<file path="src/common/wes_regs.vh">
`ifndef WES_REGS_VH
`define WES_REGS_VH

// ==========================================================
// Register indices
`define WES_IDX_CONTROL        8'hC5
`define WES_IDX_EVENT_STATUS   8'hC6
`define WES_IDX_SOURCE_STATUS  8'hC7
`define WES_IDX_SOURCE_ENABLE  8'hC8

// ==========================================================
// Field positions
`define WES_BIT_ENABLE         0
`define WES_BIT_FLAG           0
`define WES_BIT_RING_TWO       1
`define WES_BIT_RING_ONE       2
`define WES_BIT_KEYBOARD       3
`define WES_BIT_MOUSE          4
`define WES_SRC_LO             1
`define WES_SRC_HI             4
`define WES_SRC_MASK           8'h1E

// ==========================================================
// Reset values
`define WES_RST_CONTROL        8'h00
`define WES_RST_EVENT_STATUS   8'h00
`define WES_RST_SOURCE_STATUS  8'h00
`define WES_RST_SOURCE_ENABLE  8'h00

`endif

</file>
<file path="src/rtl/wes_sync.v">
`timescale 1ns/100ps
`default_nettype none

// ==========================================================
// Two-stage synchroniser for one level
module wes_sync
(
   input  wire clk,
   input  wire rst_b,
   input  wire d_in,
   output reg  q_out
);

   reg meta_reg;

   always @(posedge clk or negedge rst_b)
   begin
      if (!rst_b)
      begin
         meta_reg <= 1'b0;
         q_out    <= 1'b0;
      end
      else
      begin
         meta_reg <= d_in;
         q_out    <= meta_reg;
      end
   end

endmodule

`default_nettype wire

</file>
<file path="src/rtl/wes_wake_event.v">
// Operation
// - Global event flag sets whenever the request would be driven, enable ignored.
// - Global event status clears only on standby-supply power-on reset.
// - Writing one to global flag clears it and releases request line.
// - Writing zero to global flag changes nothing.
// - Source status bit reads one after its event, whatever enables say.
// - Status bits: ring two bit1, ring one bit2, keyboard bit3, mouse bit4.
// - Source status clears only on standby-supply power-on reset.
// - Writing one clears a source status bit; zero does nothing.
// - Source enabled, global enabled and event: drive request line.
// - Disabled source still records status but never drives request line.
// - Enable register uses the same bit layout as status register.
// - Enable register is read/write, cleared only by standby-supply reset.
// - Control bit 0 at index C5 is global enable, default zero.
`timescale 1ns/100ps
`default_nettype none
`include "wes_regs.vh"

module wes_wake_event
(
   input  wire       clk,
   input  wire       rst_b,
   input  wire       ring_indicate_port_two,
   input  wire       ring_indicate_port_one,
   input  wire       keyboard_wake,
   input  wire       mouse_wake,
   input  wire [7:0] reg_addr,
   input  wire [7:0] reg_wdata,
   input  wire       reg_wr,
   input  wire       reg_rd,
   output reg  [7:0] reg_rdata,
   output reg        wake_request_b
);

   // ==========================================================
   // Source inputs
   // rst_b is the standby-supply power-on reset; main-supply,
   // soft and hard resets never reach this block, so state survives them.
   // Events are active-high levels; a held level keeps re-setting status.
   wire [3:0] src_async;
   wire [3:0] src_sync;
   wire [7:0] src_event;

   assign src_async = {mouse_wake, keyboard_wake,
                       ring_indicate_port_one, ring_indicate_port_two};

   genvar gi;
   generate
      for (gi = 0; gi < 4; gi = gi + 1)
      begin : g_sync
         wes_sync u_sync
         (
            .clk   (clk),
            .rst_b (rst_b),
            .d_in  (src_async[gi]),
            .q_out (src_sync[gi])
         );
      end
   endgenerate

   assign src_event = {3'h0, src_sync, 1'b0};

   // ==========================================================
   // Registers
   reg        power_event_enable_reg;
   reg        power_event_flag_reg;
   reg  [7:0] source_status_reg;
   reg  [7:0] source_enable_reg;
   reg        power_event_enable_next;
   reg        power_event_flag_next;
   reg  [7:0] source_status_next;
   reg  [7:0] source_enable_next;
   reg  [7:0] rdata_next;
   reg        wake_request_b_next;
   wire       wr_ctl;
   wire       wr_evt;
   wire       wr_sst;
   wire       wr_sen;
   wire [7:0] status_after;
   wire       would_assert;

   assign wr_ctl = reg_wr && (reg_addr == `WES_IDX_CONTROL);
   assign wr_evt = reg_wr && (reg_addr == `WES_IDX_EVENT_STATUS);
   assign wr_sst = reg_wr && (reg_addr == `WES_IDX_SOURCE_STATUS);
   assign wr_sen = reg_wr && (reg_addr == `WES_IDX_SOURCE_ENABLE);

   // Set wins over a same-cycle clear so no event is lost
   assign status_after = ((source_status_reg
                          & ~(wr_sst ? reg_wdata : 8'h00))
                          | src_event) & `WES_SRC_MASK;

   // Global enable gating deliberately not applied to the flag
   assign would_assert = |(status_after & source_enable_reg);

   always @*
   begin
      power_event_enable_next = power_event_enable_reg;
      if (wr_ctl)
         power_event_enable_next = reg_wdata[`WES_BIT_ENABLE];
      source_enable_next = source_enable_reg;
      if (wr_sen)
         source_enable_next = reg_wdata & `WES_SRC_MASK;
      source_status_next = status_after;
      power_event_flag_next = power_event_flag_reg;
      if (wr_evt && reg_wdata[`WES_BIT_FLAG])
         power_event_flag_next = 1'b0;
      // New assertion condition re-sets the flag even during a clear
      if (would_assert && !(|(source_status_reg & source_enable_reg)
                            && wr_evt && reg_wdata[`WES_BIT_FLAG]))
         power_event_flag_next = 1'b1;
      if (would_assert && !power_event_flag_reg && !wr_evt)
         power_event_flag_next = 1'b1;
      wake_request_b_next = ~(power_event_enable_next
                              && power_event_flag_next
                              && would_assert);
      rdata_next = 8'h00;
      if (reg_rd)
      begin
         case (reg_addr)
            `WES_IDX_CONTROL:
               rdata_next = {7'h00, power_event_enable_reg};
            `WES_IDX_EVENT_STATUS:
               rdata_next = {7'h00, power_event_flag_reg};
            `WES_IDX_SOURCE_STATUS:
               rdata_next = source_status_reg;
            `WES_IDX_SOURCE_ENABLE:
               rdata_next = source_enable_reg;
            default:
               rdata_next = 8'h00;
         endcase
      end
   end

   always @(posedge clk or negedge rst_b)
   begin
      if (!rst_b)
      begin
         power_event_enable_reg <= 1'b0;
         power_event_flag_reg   <= 1'b0;
         source_status_reg      <= `WES_RST_SOURCE_STATUS;
         source_enable_reg      <= `WES_RST_SOURCE_ENABLE;
         reg_rdata              <= 8'h00;
         wake_request_b         <= 1'b1;
      end
      else
      begin
         power_event_enable_reg <= power_event_enable_next;
         power_event_flag_reg   <= power_event_flag_next;
         source_status_reg      <= source_status_next;
         source_enable_reg      <= source_enable_next;
         reg_rdata              <= rdata_next;
         wake_request_b         <= wake_request_b_next;
      end
   end

endmodule

`default_nettype wire

</file>
<file path="config.mk">
export PLATFORM = sky130hd
export DESIGN_NAME = wes_wake_event
export DESIGN_NICKNAME = d
export VERILOG_FILES = /design/src/rtl/wes_sync.v /design/src/rtl/wes_wake_event.v
export VERILOG_INCLUDE_DIRS = /design/src /design/src/common
export SDC_FILE = /design/constraint.sdc
export NUM_CORES = 1
export LEC_CHECK = 0
export CAP_MARGIN = 20
export CORE_MARGIN = 2
export CORE_UTILIZATION = 45
export CTS_CLUSTER_DIAMETER = 50
export DETAILED_ROUTE_END_ITERATION = 12
export DONT_BUFFER_PORTS = 1
export PLACE_DENSITY_LB_ADDON = 0.1
export SYNTH_ARGS = -nofsm -noshare
export SYNTH_HDL_FRONTEND = slang
export SYNTH_SLANG_ARGS = --single-unit
</file>
<file path="constraint.sdc">
create_clock -name clk -period 1.17 [get_ports clk]
set_clock_uncertainty 0.2 [all_clocks]
set_input_delay 0.2925 -clock clk [delete_from_list [all_inputs] [get_ports clk]]
set_output_delay 0.2925 -clock clk [all_outputs]
set_load 0.05 [all_outputs]
</file>
# After elaboration in Yosys (flattened, before gate mapping)

Index checks and enable logic that the tools add are counted.

Flip-flop bits (word level): 27
Bits in latches: 0
RAM bits: 0
Bits in read-only memories: 0
Word-level logic and storage cells: 48
Memories kept: 0

Add/subtract/negate cells: 0
$mul: 0
Divide/modulo/power cells: 0
Magnitude comparators: 0
Equal/unequal tests: 4
Shifts and indexed selects: 0
Muxes and demuxes: 7
Bitwise operators: 6
Reductions and logical operators: 17

Operators with widths:

| operator             | number |
|---|---|
| $eq A8 B8 Y1 const B | 4 |
| $pmux W5 S4          | 1 |
| $reduce_or A8 Y1     | 2 |
| $and A5 B5 Y5        | 3 |
| $logic_and A1 B1 Y1  | 12 |
| $mux W5              | 2 |
| $not A5 Y5           | 1 |
| $or A5 B5 Y5         | 1 |
| $mux W1              | 4 |
| $logic_not A1 Y1     | 3 |
| $not A1 Y1           | 1 |

# Depth between registers and ports, before layout

Word-level depth: 14
Gate-level depth with buffers: 5
Gate-level depth less buffers: 5

# Hierarchy

Synthesis repeated with hierarchy kept, for this count alone.

Cell total of the unflattened synthesis: 95
Area total of the unflattened synthesis: 1057.3 sq um

Modules (own cells, without submodules):

| module         | times used | cells each | area an instance (sq um) | sequential area each (sq um) |
|---|---|---|---|---|
| wes_wake_event | 1          | 87         | 857.1                    | 401.6 |
| wes_sync       | 4          | 2          | 50.0                     | 50.0 |

# Worst setup path before layout

OpenSTA, ideal clock, no wires.

Path kind: input to register
Start: in reg_addr[4]
End: reg power_event_flag_reg
Setup time: 0.129 ns
Data arrival time: 1.390 ns
Slack: -0.548 ns
Stages: 5
Path buffers: 0
Path through: nand4bb_4 -> nor4_4 -> a31oi_1 -> nor4_2 -> o21ai_0

Longest elaborated chain between the ends: 11

Ends and longest elaborated chain:

| element                                        | RTL line                                   | source |
|---|---|---|
| from (decl)                                    | wes_wake_event.v:27                        | `input wire [7:0] reg_addr,` |
| $eq A8 B8 Y1                                   | n/a                                        |  |
| $logic_and A1 B1 Y1                            | wes_wake_event.v:84                        | `` assign wr_sst = reg_wr && (reg_addr == `WES_IDX_SOURCE_STATUS); `` |
| $mux W5                                        | wes_wake_event.v:89                        | `& ~(wr_sst ? reg_wdata : 8'h00))` |
| $not A5 Y5                                     | wes_wake_event.v:89                        |  |
| $and A5 B5 Y5                                  | wes_wake_event.v:89                        |  |
| $or A5 B5 Y5                                   | wes_wake_event.v:90                        | `` \| src_event) & `WES_SRC_MASK; `` |
| $and A5 B5 Y5                                  | wes_wake_event.v:93                        | `assign would_assert = \|(status_after & source_enable_reg);` |
| $reduce_or A8 Y1                               | wes_wake_event.v:93                        |  |
| $logic_and A1 B1 Y1 (on tied branches)         | wes_wake_event.v:108, wes_wake_event.v:111 |  |
| $mux W1 or $logic_and A1 B1 Y1 (tied branches) | wes_wake_event.v:108, wes_wake_event.v:111 |  |
| $mux W1 (*)                                    | wes_wake_event.v:111                       | `if (would_assert && !power_event_flag_reg && !wr_evt)` |
| named net power_event_flag_next                | wes_wake_event.v:70                        | `reg power_event_flag_next;` |
| to (signal assigned)                           | wes_wake_event.v:148                       | `power_event_flag_reg <= power_event_flag_next;` |
| to (decl)                                      | wes_wake_event.v:66                        | `reg power_event_flag_reg;` |

Mark *: on every way through the listed nets, which the timed path passes. The rest lies on a longest branch.
A chain may end at the register's enable or synchronous reset.

# Worst setup path after layout

Start: reg wake_request_b
End: out wake_request_b

RTL lines:

| element                | RTL line             | source |
|---|---|---|
| from (decl)            | wes_wake_event.v:32  | `output reg wake_request_b` |
| from (signal assigned) | wes_wake_event.v:152 | `wake_request_b <= wake_request_b_next;` |

No word-level cell between the ends.

==> flow_summary_export.csv <==
group,metric,value,unit
run_status,status,"complete, but fails checks",
run_status,failed_checks,"negative hold slack, negative setup slack",
clock_network,numCtsBuffers,3,
pwr,ir_drop,0.653,mV
floorplan,dieWidth,52.2,um
layout,multi_input_area,515,sq um
logic_synthesis,synth_edf_count,0,
layout,synthToLayoutAreaGrowth,45.6,%
logic_synthesis,synth_area,1040,sq um
sta,setup_viol,13,
pwr,total_power,1.39,mW
floorplan,row_count,17,
clock_network,cts.root.buffer_cell,"clkbuf_4",
worst_setup_path,worstPathArrival,990,ps
clock_network,clk_latency,300,ps
floorplan,fp.coreArea,2210,sq um
floorplan,die_h,52.2,um
clock_network,hold_buffers,9,
layout,fillers,161,
routing,ant_nets,0,
sta,rsz0062_at_grt,"true",
layout,nets,153,
logic_synthesis,ys_top_cells_by_area,"dfrtp_1 (55%), nand2_1 (6.1%), a22oi_1 (4.3%)",
layout,largest-register,"reg_rdata",
worst_setup_path,reg2regPathDepth,4,
clock_network,h-tree-depth,1,
grt,grt_pass1_wl,3.70,mm
hold_path,hp-class,"primary input to register",
placed_design,gp_congestion,0.744,
layout,ff_latch_area,602,sq um
logic_synthesis,ys_ff_latch,24,
logic_synthesis,synth.largest_area_cell,"dfrtp_1",
floorplan,start_util,47.2,%
placed_design,io_buffers,0,
logic_synthesis,avgSynthCellArea,10.9,sq um
hold_path,holdPathStages,2,
layout,drive_gt1_share,37.5,%
pwr,power.density,918,nW/um^2
routing,vias,840,
grt,grtUsageTotal,18.7,%
grt,grt_antenna_before_repair,0,
sta,slew_violations,0,
sta,finalHoldWorstSlack,-61.5,ps
logic_synthesis,synth_top_cells_by_count,"dfrtp_1 (23), nand2_1 (17), nor2_1 (9), a22oi_1 (6), o21ai_0 (6)",
sta,finalCriticalPeriod,1490,ps
routing,drt-wirelength-per-cell,15.2,um
sta,fin_crit_sh,127,%
layout,largest_reg_flops,5,
worst_setup_path,worstPathRequired,680,ps
job,cap_violations,0,
clock_network,cts.sinks,24,
routing,drt-total-wl,2.38,mm
worst_setup_path,critPathMaxFanout,1,
logic_synthesis,syn_inst,96,
logic_synthesis,ys_seq_area_share,57.7,%
logic_synthesis,netlist-cell-type-count,26,
clock_network,clk_pin_slew,110,ps
floorplan,die_area,2720,sq um
routing,drc,0,
grt,first_global_vias,897,
floorplan,ios,33,
grt,grt_max_degree,25,
logic_synthesis,yosys_warnings,0,
routing,drtIter0Drc,21,
worst_setup_path,startpoint_type,"register",
placed_design,placed_area,1250,sq um
clock_network,cts_tree,"done",
logic_synthesis,synthArstFlopShare,100,%
worst_setup_path,critical_path_class,"register to output pin",
logic_synthesis,synth_most_common_cell,"dfrtp_1",
worst_setup_path,cp-end-kind,"output pin",
sta,hold_viol_final,1,
layout,diodes,0,
clock_network,clock_path_buffers,2,
placed_design,dp_hpwl,1.53,mm
logic_synthesis,netlist.area_leader.share,55.2,%
routing,via_per_inst,5.38,
worst_setup_path,crit_cells,0,
logic_synthesis,ys.flop_type,"dfrtp_1",
layout,fin_area,1520,sq um
sta,timing.final.ws_setup,-316,ps
pwr,power.leakage,0.665,nW
grt,grt_overflow,0,
routing,drt_pre_antenna_iters,5,
sta,max_freq,673,MHz
cell usage in the layout, fill, tap and decap left out, types with 3 or more instances in the layout:
cell / count
a22oi_1: 5
nand2_1: 13
nor2_1: 7
dfrtp_1: 23
buf_12: 5
mux2_2: 4
buf_4: 12
o21ai_0: 3
inv_1: 5
clkbuf_4: 3
dlygate4sd3_1: 9
nand2_2: 3
conb_1: 3
final timing paths:
check | startpoint | end | slack (ps)
setup / recovery | wake_request_b | wake_request_b | -320
setup reg to reg | source_status_reg[3] | wake_request_b | -280
hold / removal | reg_wdata[0] | power_event_enable_reg | -60
max in group asynchronous | rst_b | g_sync[3].u_sync.meta_reg | 140
min in group asynchronous | rst_b | g_sync[3].u_sync.q_out | 180
hold reg to reg | g_sync[2].u_sync.meta_reg | g_sync[2].u_sync.q_out | 160
stage by stage:
stage	instances	TNS (ps)	worst slack [ps]	util [%]
detailed placement	139	-6210	-618	56.7
finish	156	-2020	-316	68.7
floorplan	98	-3860	-546	-
CTS	154	-9560	-330	65.7
global placement	139	-5990	-574	56.7
global route	156	-2670	-380	68.7
what timing repair did:
item                                   CTS  global route
gates resized for setup                 18             7
pin swaps                                7             1
setup endpoints to repair               18            19
endpoints found under the hold margin   37             1
buffers inserted                         2             1
layer usage:
layer  GRT usage (%)  vias to the layer above  wire [um]
li1                -                      388          -
met1            20.7                      410        935
met2            32.7                       36       1230
met3            2.87                        6        140
met4            12.8                        0         72
met5               0                        -          0
power breakdown:
group          internal, mW  switching [mW]
registers             0.853          0.0176
clock network         0.133           0.219
logic                0.0810          0.0906
layout make-up:
type                    instances  area share, %
clock buffers                   4           1.73
inverters                       6           1.48
multi-input cells              65           33.9
flip-flops and latches         24           39.6
well taps                      28           2.31
repair buffers                 29           20.9
cells by family (layout without fill, tap and decap cells):
| logic type | Yosys count | count (layout) | share of synthesized area (%) |
|---|---|---|---|
| AO/OA/AOI/OAI | 18 | 18 | 10.6 |
| other | 1 | 3 | 0.359 |
| multiplexers | 5 | 5 | 5.28 |
| buffers and inverters | 9 | 39 | 4.32 |
| AND/OR/NAND/NOR | 39 | 39 | 21.8 |
| flip-flops | 24 | 24 | 57.7 |
(Power assumes the default switching activity.)
